===== src/hw/async_mem_pkg.sv =====
// Constants and types shared by the asynchronous memory strobe controller.
package async_mem_pkg;
	localparam int CLOCK_HZ = 20000000;
	localparam int SPACES = 4;
	localparam int ADDR_W = 20;
	localparam int DATA_W = 32;
	localparam int LANES = 4;
	localparam int SETUP_W = 4;
	localparam int STROBE_W = 6;
	localparam int HOLD_W = 3;
	localparam int CNT_W = 6;
	localparam logic [CNT_W-1:0] READY_WINDOW = 6'h02;
	localparam logic [CNT_W-1:0] READY_TAIL = 6'h02;
	localparam logic [1:0] SRC_PIN = 2'h0;
	localparam logic [1:0] SRC_CPU4 = 2'h1;
	localparam logic [1:0] SRC_CPU6 = 2'h2;
	localparam logic [2:0] CPU4_LAST = 3'h3;
	localparam logic [2:0] CPU4_HIGH = 3'h2;
	localparam logic [2:0] CPU6_LAST = 3'h5;
	localparam logic [2:0] CPU6_HIGH = 3'h3;
	localparam logic [1:0] DIV_1 = 2'h0;
	localparam logic [1:0] DIV_2 = 2'h1;
	localparam logic [1:0] DIV_4 = 2'h2;
	typedef enum logic [1:0] {
		ST_IDLE = 2'b00,
		ST_SETUP = 2'b01,
		ST_STROBE = 2'b10,
		ST_HOLD = 2'b11
	} state_e;
endpackage


===== src/hw/async_memory_strobe_ctrl.sv =====
// Asynchronous memory strobe engine with port clock generation.
`timescale 1ns/1ps
// Summary of operation
// - Port clock from pin, CPU/4 or CPU/6
// - First output clock copies port clock edges
// - Divided clock by 1, 2 or 4
// - Phases counted in first output clock periods
// - Selects valid setup periods before strobe falls
// - Selects and data held after write strobe
// - Strobe edges launched on output clock rise
// - Read data captured as read strobe rises
// - Ready synchronised, sampled on clock rises
// - Ready only heeded in last two cycles
// - Low ready stretches strobe cycle by cycle
// - Strobe ends two cycles after ready high
// - Shared pins act only as strobes here
module async_memory_strobe_ctrl (
	input wire logic clock,
	input wire logic rst,
	input wire logic [1:0] clock_source_select,
	input wire logic [1:0] clock_divide_select,
	input wire logic memory_if_clock_in,
	input wire logic [async_mem_pkg::SPACES-1:0][async_mem_pkg::SETUP_W-1:0] read_setup_cycles,
	input wire logic [async_mem_pkg::SPACES-1:0][async_mem_pkg::STROBE_W-1:0] read_strobe_cycles,
	input wire logic [async_mem_pkg::SPACES-1:0][async_mem_pkg::HOLD_W-1:0] read_hold_cycles,
	input wire logic [async_mem_pkg::SPACES-1:0][async_mem_pkg::SETUP_W-1:0] write_setup_cycles,
	input wire logic [async_mem_pkg::SPACES-1:0][async_mem_pkg::STROBE_W-1:0] write_strobe_cycles,
	input wire logic [async_mem_pkg::SPACES-1:0][async_mem_pkg::HOLD_W-1:0] write_hold_cycles,
	input wire logic req_valid,
	input wire logic req_write,
	input wire logic [1:0] req_space,
	input wire logic [async_mem_pkg::ADDR_W-1:0] req_addr,
	input wire logic [async_mem_pkg::LANES-1:0] req_lanes,
	input wire logic [async_mem_pkg::DATA_W-1:0] req_wdata,
	output logic req_ready,
	output logic done,
	output logic [async_mem_pkg::DATA_W-1:0] read_data,
	input wire logic async_ready_in,
	output logic memory_if_clock_out_a,
	output logic memory_if_clock_out_div,
	output logic [async_mem_pkg::SPACES-1:0] chip_select_n,
	output logic [async_mem_pkg::LANES-1:0] byte_lane_select_n,
	output logic [async_mem_pkg::ADDR_W-1:0] external_address_bus,
	input wire logic [async_mem_pkg::DATA_W-1:0] external_data_bus_in,
	output logic [async_mem_pkg::DATA_W-1:0] external_data_bus_out,
	output logic external_data_bus_oe,
	output logic async_output_enable_n,
	output logic async_read_strobe_n,
	output logic async_write_strobe_n
);
	import async_mem_pkg::*;

	// A programmed length of zero is treated as one period.
	function automatic logic [CNT_W-1:0] at_least_one(input logic [CNT_W-1:0] len);
		at_least_one = (len == '0) ? 6'h01 : len;
	endfunction

	// ------------------------------------------------------------
	// Port clock generation
	// ------------------------------------------------------------
	logic [2:0] cpu_cnt, next_cpu_cnt;
	logic next_clk_a, next_clk_div;
	logic [1:0] div_cnt, next_div_cnt;
	logic port_rise;

	always_comb begin
		next_cpu_cnt = cpu_cnt + 3'h1;
		next_clk_a = memory_if_clock_in;
		if (clock_source_select == SRC_CPU4) begin
			if (cpu_cnt >= CPU4_LAST) next_cpu_cnt = 3'h0;
			next_clk_a = (cpu_cnt < CPU4_HIGH);
		end else if (clock_source_select == SRC_CPU6) begin
			if (cpu_cnt >= CPU6_LAST) next_cpu_cnt = 3'h0;
			next_clk_a = (cpu_cnt < CPU6_HIGH);
		end
		port_rise = next_clk_a & ~memory_if_clock_out_a;
		next_div_cnt = port_rise ? div_cnt + 2'h1 : div_cnt;
		next_clk_div = memory_if_clock_out_div;
		if (clock_divide_select == DIV_2) begin
			if (port_rise) next_clk_div = ~memory_if_clock_out_div;
		end else if (clock_divide_select == DIV_4) begin
			if (port_rise && div_cnt[0]) next_clk_div = ~memory_if_clock_out_div;
		end else begin
			next_clk_div = next_clk_a;
		end
	end

	always_ff @(posedge clock or posedge rst) begin
		if (rst) begin
			cpu_cnt <= 3'h0;
			div_cnt <= 2'h0;
			memory_if_clock_out_a <= 1'b0;
			memory_if_clock_out_div <= 1'b0;
		end else begin
			cpu_cnt <= next_cpu_cnt;
			div_cnt <= next_div_cnt;
			memory_if_clock_out_a <= next_clk_a;
			memory_if_clock_out_div <= next_clk_div;
		end
	end

	// ------------------------------------------------------------
	// Ready synchroniser
	// ------------------------------------------------------------
	logic ready_meta, ready_sync;

	// The far end keeps each ready level for two periods or more.
	always_ff @(posedge clock or posedge rst) begin
		if (rst) begin
			ready_meta <= 1'b1;
			ready_sync <= 1'b1;
		end else begin
			ready_meta <= async_ready_in;
			ready_sync <= ready_meta;
		end
	end

	// ------------------------------------------------------------
	// Access sequencer
	// ------------------------------------------------------------
	state_e state, next_state;
	logic [CNT_W-1:0] cnt, next_cnt;
	logic is_write, next_is_write;
	logic [1:0] space, next_space;
	logic seen_low, next_seen_low;
	logic released, next_released;
	logic [SPACES-1:0] next_cs_n;
	logic [LANES-1:0] next_lanes_n;
	logic [ADDR_W-1:0] next_addr;
	logic [DATA_W-1:0] next_wdata, next_rdata;
	logic next_oe_data, next_aoe_n, next_rd_n, next_wr_n, next_done, next_ready;

	always_comb begin
		next_state = state;
		next_cnt = cnt;
		next_is_write = is_write;
		next_space = space;
		next_seen_low = seen_low;
		next_released = released;
		next_cs_n = chip_select_n;
		next_lanes_n = byte_lane_select_n;
		next_addr = external_address_bus;
		next_wdata = external_data_bus_out;
		next_rdata = read_data;
		next_done = 1'b0;
		case (state)
			ST_IDLE: begin
				if (req_valid) begin
					next_state = ST_SETUP;
					next_is_write = req_write;
					next_space = req_space;
					next_cs_n = ~(4'h1 << req_space);
					next_lanes_n = ~req_lanes;
					next_addr = req_addr;
					next_wdata = req_wdata;
					next_cnt = at_least_one(req_write ?
						CNT_W'(write_setup_cycles[req_space]) :
						CNT_W'(read_setup_cycles[req_space])) + {5'h00, !port_rise};
				end
			end
			ST_SETUP: begin
				if (port_rise) begin
					if (cnt == 6'h01) begin
						next_state = ST_STROBE;
						next_seen_low = 1'b0;
						next_released = 1'b0;
						next_cnt = at_least_one(is_write ?
							CNT_W'(write_strobe_cycles[space]) :
							CNT_W'(read_strobe_cycles[space]));
					end else begin
						next_cnt = cnt - 6'h01;
					end
				end
			end
			ST_STROBE: begin
				if (port_rise) begin
					if (!released && cnt <= READY_WINDOW && !ready_sync) begin
						next_seen_low = 1'b1;
					end else if (seen_low && !released && ready_sync) begin
						next_released = 1'b1;
						next_cnt = READY_TAIL;
					end else if (cnt == 6'h01) begin
						next_state = ST_HOLD;
						if (!is_write) next_rdata = external_data_bus_in;
						next_cnt = at_least_one(is_write ?
							CNT_W'(write_hold_cycles[space]) :
							CNT_W'(read_hold_cycles[space]));
					end else begin
						next_cnt = cnt - 6'h01;
					end
				end
			end
			ST_HOLD: begin
				if (port_rise) begin
					if (cnt == 6'h01) begin
						next_state = ST_IDLE;
						next_cs_n = '1;
						next_lanes_n = '1;
						next_done = 1'b1;
					end else begin
						next_cnt = cnt - 6'h01;
					end
				end
			end
			default: next_state = ST_IDLE;
		endcase
		next_ready = (next_state == ST_IDLE);
		next_oe_data = (next_state != ST_IDLE) && next_is_write;
		next_aoe_n = !((next_state != ST_IDLE) && !next_is_write);
		next_rd_n = !(next_state == ST_STROBE && !next_is_write);
		next_wr_n = !(next_state == ST_STROBE && next_is_write);
	end

	always_ff @(posedge clock or posedge rst) begin
		if (rst) begin
			state <= ST_IDLE;
			cnt <= '0;
			is_write <= 1'b0;
			space <= 2'h0;
			seen_low <= 1'b0;
			released <= 1'b0;
			chip_select_n <= '1;
			byte_lane_select_n <= '1;
			external_address_bus <= '0;
			external_data_bus_out <= '0;
			external_data_bus_oe <= 1'b0;
			read_data <= '0;
			async_output_enable_n <= 1'b1;
			async_read_strobe_n <= 1'b1;
			async_write_strobe_n <= 1'b1;
			done <= 1'b0;
			req_ready <= 1'b0;
		end else begin
			state <= next_state;
			cnt <= next_cnt;
			is_write <= next_is_write;
			space <= next_space;
			seen_low <= next_seen_low;
			released <= next_released;
			chip_select_n <= next_cs_n;
			byte_lane_select_n <= next_lanes_n;
			external_address_bus <= next_addr;
			external_data_bus_out <= next_wdata;
			external_data_bus_oe <= next_oe_data;
			read_data <= next_rdata;
			async_output_enable_n <= next_aoe_n;
			async_read_strobe_n <= next_rd_n;
			async_write_strobe_n <= next_wr_n;
			done <= next_done;
			req_ready <= next_ready;
		end
	end

	// ------------------------------------------------------------
	// Assertions
	// ------------------------------------------------------------
	a_cpu4_shape: assert property (@(posedge clock) disable iff (rst)
		($rose(memory_if_clock_out_a) && clock_source_select == SRC_CPU4 &&
		$past(clock_source_select) == SRC_CPU4 && $stable(clock_source_select))
		|-> memory_if_clock_out_a[*2] ##1 !memory_if_clock_out_a[*2] ##1 memory_if_clock_out_a)
		else $error("CPU/4 port clock shape wrong");
	a_pin_copy: assert property (@(posedge clock) disable iff (rst)
		(clock_source_select == SRC_PIN) |=> memory_if_clock_out_a == $past(memory_if_clock_in))
		else $error("Output clock does not follow pin clock");
	a_div2_toggle: assert property (@(posedge clock) disable iff (rst)
		($rose(memory_if_clock_out_a) && clock_divide_select == DIV_2 &&
		$past(clock_divide_select) == DIV_2) |-> $changed(memory_if_clock_out_div))
		else $error("Divided clock missed a toggle");
	a_strobe_on_rise: assert property (@(posedge clock) disable iff (rst)
		($changed(async_read_strobe_n) || $changed(async_write_strobe_n))
		|-> $rose(memory_if_clock_out_a))
		else $error("Strobe moved off a clock rise");
	a_select_before: assert property (@(posedge clock) disable iff (rst)
		$fell(async_read_strobe_n) |-> $past(chip_select_n) != '1 && !$past(async_output_enable_n))
		else $error("Selects not valid before read strobe");
	a_hold_after: assert property (@(posedge clock) disable iff (rst)
		$rose(async_write_strobe_n) |-> chip_select_n != '1 && external_data_bus_oe)
		else $error("Selects dropped with write strobe");
	a_strobe_phase: assert property (@(posedge clock) disable iff (rst)
		(!async_read_strobe_n || !async_write_strobe_n) |-> $past(next_state) == ST_STROBE)
		else $error("Strobe low outside strobe phase");
	a_ready_ignored: assert property (@(posedge clock) disable iff (rst)
		(state == ST_STROBE && port_rise && cnt > READY_WINDOW && !seen_low)
		|=> cnt == $past(cnt) - 6'h01)
		else $error("Ready heeded outside window");
	a_ready_stretch: assert property (@(posedge clock) disable iff (rst)
		(state == ST_STROBE && port_rise && cnt <= READY_WINDOW && !released && !ready_sync)
		|=> state == ST_STROBE && cnt == $past(cnt))
		else $error("Low ready did not stretch strobe");
	a_ready_release: assert property (@(posedge clock) disable iff (rst)
		(state == ST_STROBE && port_rise && seen_low && !released && ready_sync)
		|=> cnt == READY_TAIL && released)
		else $error("Strobe tail not two cycles");
	a_read_capture: assert property (@(posedge clock) disable iff (rst)
		(state == ST_STROBE && next_state == ST_HOLD && !is_write)
		|=> read_data == $past(external_data_bus_in))
		else $error("Read data not captured at strobe end");
endmodule


===== config.mk =====
export PLATFORM = sky130hd
export DESIGN_NAME = async_memory_strobe_ctrl
export DESIGN_NICKNAME = d
export VERILOG_FILES = /design/src/hw/async_mem_pkg.sv /design/src/hw/async_memory_strobe_ctrl.sv
export SDC_FILE = /design/constraint.sdc
export NUM_CORES = 1
export LEC_CHECK = 0
export BUFFER_PORTS_ARGS = -buffer_cell sky130_fd_sc_hd__buf_2
export CORE_UTILIZATION = 40
export CTS_CLUSTER_DIAMETER = 60
export DETAILED_ROUTE_END_ITERATION = 6
export PLACE_DENSITY_LB_ADDON = 0.15
export SETUP_SLACK_MARGIN = 0.4
export SLEW_MARGIN = 20
export SYNTH_ARGS = -nofsm -noshare
export SYNTH_HDL_FRONTEND = slang
export SYNTH_SLANG_ARGS = --single-unit
export TNS_END_PERCENT = 5

===== constraint.sdc =====
create_clock -name clock -period 4.6 [get_ports clock]
set_input_delay 1.38 -clock clock [delete_from_list [all_inputs] [get_ports clock]]
set_output_delay 1.38 -clock clock [all_outputs]
set_load 0.005 [all_outputs]

==> report_table.html <==
<table>
<tr><th>Metric</th><th>Value</th></tr>
<tr><th colspan="2">Pwr</th></tr>
<tr><td>Switching power share of the total</td><td>33.4%</td></tr>
<tr><td>Share of total power in combinational logic</td><td>33.6%</td></tr>
<tr><td>Static Leakage</td><td>4.49 nW</td></tr>
<tr><td>Clk network pwr share</td><td>30.8%</td></tr>
<tr><td>Pwr dens</td><td>579 nW/um2</td></tr>
<tr><td>Peak supply drop</td><td>0.377 mV</td></tr>
<tr><td>Pint</td><td>3.23 mW</td></tr>
<tr><td>Share of total power in sequential cells</td><td>35.7%</td></tr>
<tr><td>Switching power</td><td>1.62 mW</td></tr>
<tr><th colspan="2">Clock tree</th></tr>
<tr><td>Number of buffers on the longest clock path</td><td>2</td></tr>
<tr><td>CTS H-tree depth</td><td>4</td></tr>
<tr><td># hold bufs at CTS</td><td>0</td></tr>
<tr><td>CTS buffer count</td><td>17</td></tr>
<tr><td>Cts repair resizes</td><td>0</td></tr>
<tr><td>Sinks on Clock Net</td><td>119</td></tr>
<tr><td>Clk_lat worst skew</td><td>0.41 ns</td></tr>
<tr><td>Clock-pin slew on the worst setup and hold paths</td><td>0.06 ns</td></tr>
<tr><td>CTS tree</td><td>done</td></tr>
<tr><td>Clock tree root driver cell</td><td>sky130_fd_sc_hd__clkbuf_16</td></tr>
<tr><td>Post-CTS Setup Bufs</td><td>0</td></tr>
<tr><th colspan="2">Synth</th></tr>
<tr><td>Sequential element share of the synthesized area</td><td>49.3%</td></tr>
<tr><td>Post-synth top flop</td><td>sky130_fd_sc_hd__dfrtp_1</td></tr>
<tr><td>Cell area after synthesis</td><td>6080 um2</td></tr>
<tr><td>Async set-reset flop share out of synthesis</td><td>100%</td></tr>
<tr><td>Gate count of the mapped netlist</td><td>551</td></tr>
<tr><td>Library cells used by synthesis</td><td>62</td></tr>
<tr><td>Synth Net Count</td><td>763</td></tr>
<tr><td>Mean instance size in the synthesized netlist</td><td>11.0 um2</td></tr>
<tr><td>Number of warning messages in the yosys log</td><td>0</td></tr>
<tr><td>Count of flip-flops with a built-in enable after synthesis</td><td>0</td></tr>
<tr><td>Post-synthesis register bit count</td><td>119</td></tr>
<tr><th colspan="2">Floorplan</th></tr>
<tr><td>Height of the chip</td><td>125 um</td></tr>
<tr><td>Core box area</td><td>14,700 um2</td></tr>
<tr><td>Num rows</td><td>44</td></tr>
<tr><td>Width of the die</td><td>125 um</td></tr>
<tr><td>Starting density of the core</td><td>41.3%</td></tr>
<tr><td>Total Die Area</td><td>15,700 um2</td></tr>
<tr><td>Count of pins on the block boundary</td><td>304</td></tr>
<tr><th colspan="2">STA</th></tr>
<tr><td>Relative max-transition margin</td><td>30.5%</td></tr>
<tr><td>Achievable frequency</td><td>0.290 GHz</td></tr>
<tr><td>Setup repair after global routing missed its margin</td><td>no</td></tr>
<tr><td>Share of the clock period used by the worst path after layout</td><td>75.0%</td></tr>
<tr><td>Least setup slack across all paths after layout</td><td>1.15 ns</td></tr>
<tr><td>Post-layout min period</td><td>3.45 ns</td></tr>
<tr><td>Hold Violations, Final</td><td>0</td></tr>
<tr><td>Least-Margin Pin Slew</td><td>1.04 ns</td></tr>
<tr><td>Final setup TNS</td><td>0 ns</td></tr>
<tr><td>Number of slew-limit violations in the final report</td><td>0</td></tr>
<tr><td>Final setup violation count</td><td>0</td></tr>
<tr><td>Post-Route Skew</td><td>0.00938 ns</td></tr>
<tr><td>Smallest hold slack</td><td>0.364 ns</td></tr>
<tr><th colspan="2">Layout</th></tr>
<tr><td>Count of non-filler cells in the finished layout</td><td>1,048</td></tr>
<tr><td>Final cell utilization of the core</td><td>57.1%</td></tr>
<tr><td>Final #Nets</td><td>1,062</td></tr>
<tr><td>Share of final-layout standard cells stronger than drive strength 1</td><td>48.8%</td></tr>
<tr><td>Fillers</td><td>1,322</td></tr>
<tr><td>Area growth syn-to-layout</td><td>38.1%</td></tr>
<tr><td>Top library cells by usage in the layout, fill and taps aside</td><td>sky130_fd_sc_hd__buf_2, sky130_fd_sc_hd__nand2_1, sky130_fd_sc_hd__dfrtp_1, sky130_fd_sc_hd__mux2_4, sky130_fd_sc_hd__mux4_2</td></tr>
<tr><td>Commonest non-fill, non-tap cell in the layout</td><td>sky130_fd_sc_hd__buf_2</td></tr>
<tr><th colspan="2">Setup path</th></tr>
<tr><td>CP cell instances</td><td>buf_2 -&gt; mux4_2 -&gt; mux2i_1 -&gt; nand2_1 -&gt; o21ai_0 -&gt; ha_1 -&gt; ha_1 -&gt; nand2_1 -&gt; o32ai_1 -&gt; a31oi_1 -&gt; o21ai_0</td></tr>
<tr><td>Largest incremental delay on the critical path</td><td>0.56 ns</td></tr>
<tr><td>Cell with the largest stage delay on the worst path</td><td>sky130_fd_sc_hd__mux4_2</td></tr>
<tr><td>Count of cell instances traversed by the critical path</td><td>11</td></tr>
<tr><td>Max Fanout on Critical Path</td><td>13</td></tr>
<tr><td>Cell family contributing the most delay on the critical path</td><td>multiplexers</td></tr>
<tr><td>Start-to-end type of the worst setup path</td><td>in2reg</td></tr>
<tr><td>Critical path data arrival time</td><td>3.77 ns</td></tr>
<tr><td>Req. time, crit path</td><td>4.92 ns</td></tr>
<tr><td>Launching element type of the critical path</td><td>input port</td></tr>
<tr><td>Sum of buffers and inverters on the critical path</td><td>1</td></tr>
<tr><td>Count of cells along the worst register-to-register path</td><td>5</td></tr>
<tr><td>Endpoint kind of the worst setup timing path</td><td>register</td></tr>
<tr><th colspan="2">Route</th></tr>
<tr><td>Routed vias/inst</td><td>5.29</td></tr>
<tr><td>Post-DRT Antenna Nets</td><td>0</td></tr>
<tr><td>Post-Route WL</td><td>19,000 um</td></tr>
<tr><td>Length of the first detailed-routing pass in iterations</td><td>7</td></tr>
<tr><td>Count of unresolved DRC violations after routing</td><td>8</td></tr>
<tr><td>Post-detailed-route wirelength per cell</td><td>18.1 um</td></tr>
<tr><td>Overall via count from detail_route</td><td>5,542</td></tr>
<tr><td>DRC marker count from the first detailed-route iteration</td><td>264</td></tr>
<tr><th colspan="2">Global route</th></tr>
<tr><td>Total GRT Usage</td><td>25.1%</td></tr>
<tr><td>Largest net degree at the start of global routing</td><td>62</td></tr>
<tr><td>Total gr overflow</td><td>0</td></tr>
<tr><td>Global-route wire length before repair</td><td>30,100 um</td></tr>
<tr><td>Antenna violations before repair</td><td>1</td></tr>
<tr><td>Number of global-route vias before repair</td><td>5,807</td></tr>
<tr><th colspan="2">Place</th></tr>
<tr><td>Pre-CTS setup slack</td><td>0.696 ns</td></tr>
<tr><td>Count of input and output buffers</td><td>303</td></tr>
<tr><td>Total placed cells including tap cells</td><td>1,015</td></tr>
<tr><td>Post-DP HPWL</td><td>14,500 um</td></tr>
<tr><td>Gp weighted congestion</td><td>0.958</td></tr>
<tr><th colspan="2">Hold path</th></tr>
<tr><td>Number of instances on the worst hold path</td><td>0</td></tr>
<tr><td>Type of the worst min-delay path</td><td>reg2reg</td></tr>
<tr><th colspan="2">Run status</th></tr>
<tr><td>Failing checks</td><td>DRC</td></tr>
<tr><td>Run status</td><td>complete, but fails checks</td></tr>
<tr><th colspan="2">Job</th></tr>
<tr><td>MaxCap Viol Count</td><td>0</td></tr>
</table>
## metal layers
metal	wire length (um)	track usage (%)	vias to the layer above
met3	1380	7.57	52
met2	9190	40.9	222
met1	7790	30.7	2728
li1	-	-	2540
met4	613	11.2	0
met5	0	0	-
## worst register-to-register path: stages (launching register included)
cell	delay, ns
sky130_fd_sc_hd__dfrtp_1	0.43
sky130_fd_sc_hd__or4_4	0.59
sky130_fd_sc_hd__or4_1	0.53
sky130_fd_sc_hd__nand2_1	0.11
sky130_fd_sc_hd__or3_2	0.81
sky130_fd_sc_hd__mux2_1	0.42
## Yosys cell counts, drive strengths merged, types with 8 or more instances
cell type	count	area share (%)
a211oi	8	0.99
ha	8	1.6
nand2	182	11
buf	9	1.5
mux4	26	9.6
dfstp	13	5.6
dfrtp	106	44
o21ai	10	0.89
clkbuf	19	1.2
nor2	16	1.1
mux2i	10	1.6
inv	13	0.80
mux2	36	8.5
o21a	8	0.99
## path summary, 6_finish.rpt
| path | start | to | slack (ns) |
|---|---|---|---|
| min | ready_meta | ready_sync | 0.36 |
| min in group asynchronous | rst | read_data[28] | 1.16 |
| max | req_space[0] | cnt[4] | 1.15 |
| max reg2reg | cnt[2] | read_data[21] | 1.61 |
| max in group asynchronous | rst | chip_select_n[0] | 2.60 |
| min reg2reg | ready_meta | ready_sync | 0.36 |
## metrics by stage
stage	area (um2)	power [mW]
after floorplan	6080	2.67
after global placement	7720	3.33
after detailed placement	7720	3.38
after CTS	8390	4.90
after global routing	8390	5.16
final	8390	4.86
## kinds of logic after synthesis
group	count (synthesis)	synth area share [%]
AND/OR/NAND/NOR	237	16.8
multiplexers	72	19.8
buffers and inverters	41	3.52
flip-flops	119	49.3
adder cells (fa/ha/maj)	8	1.65
XOR/XNOR	6	0.865
AO/OA/AOI/OAI	68	8.05
## cell type report
type                            count  area, um2  area share, %
Antenna cell                        1       2.50         0.0298
Clock buffer                       25        505           6.03
Clock inverter                      7        164           1.95
Inverter                           13       52.6          0.626
Multi-Input combinational cell    391       2870           34.2
Sequential cell                   119       2990           35.7
Tap cell                          184        230           2.74
Timing Repair Buffer              308       1570           18.7
## flip-flops by register name, indices dropped and copies added, names as in the netlist, 2 cells and up
register / flops
chip_select_n: 4
cpu_cnt: 3
external_data_bus_out: 32
read_data: 32
cnt: 6
byte_lane_select_n: 4
state: 2
space: 2
external_address_bus: 20
## power by group through the flow
| stage | clock [mW] | combinational (mW) | sequential [mW] |
|---|---|---|---|
| 6_report | 1.49 | 1.63 | 1.73 |
| 5_1_grt | 1.56 | 1.82 | 1.78 |
| 4_1_cts | 1.52 | 1.65 | 1.73 |
| 3_5_place_dp | 0 | 1.64 | 1.73 |
| 3_3_place_gp | 0 | 1.61 | 1.72 |
| 2_1_floorplan | 0 | 1.01 | 1.67 |
No activity file was read; power rests on OpenSTA's default activity.
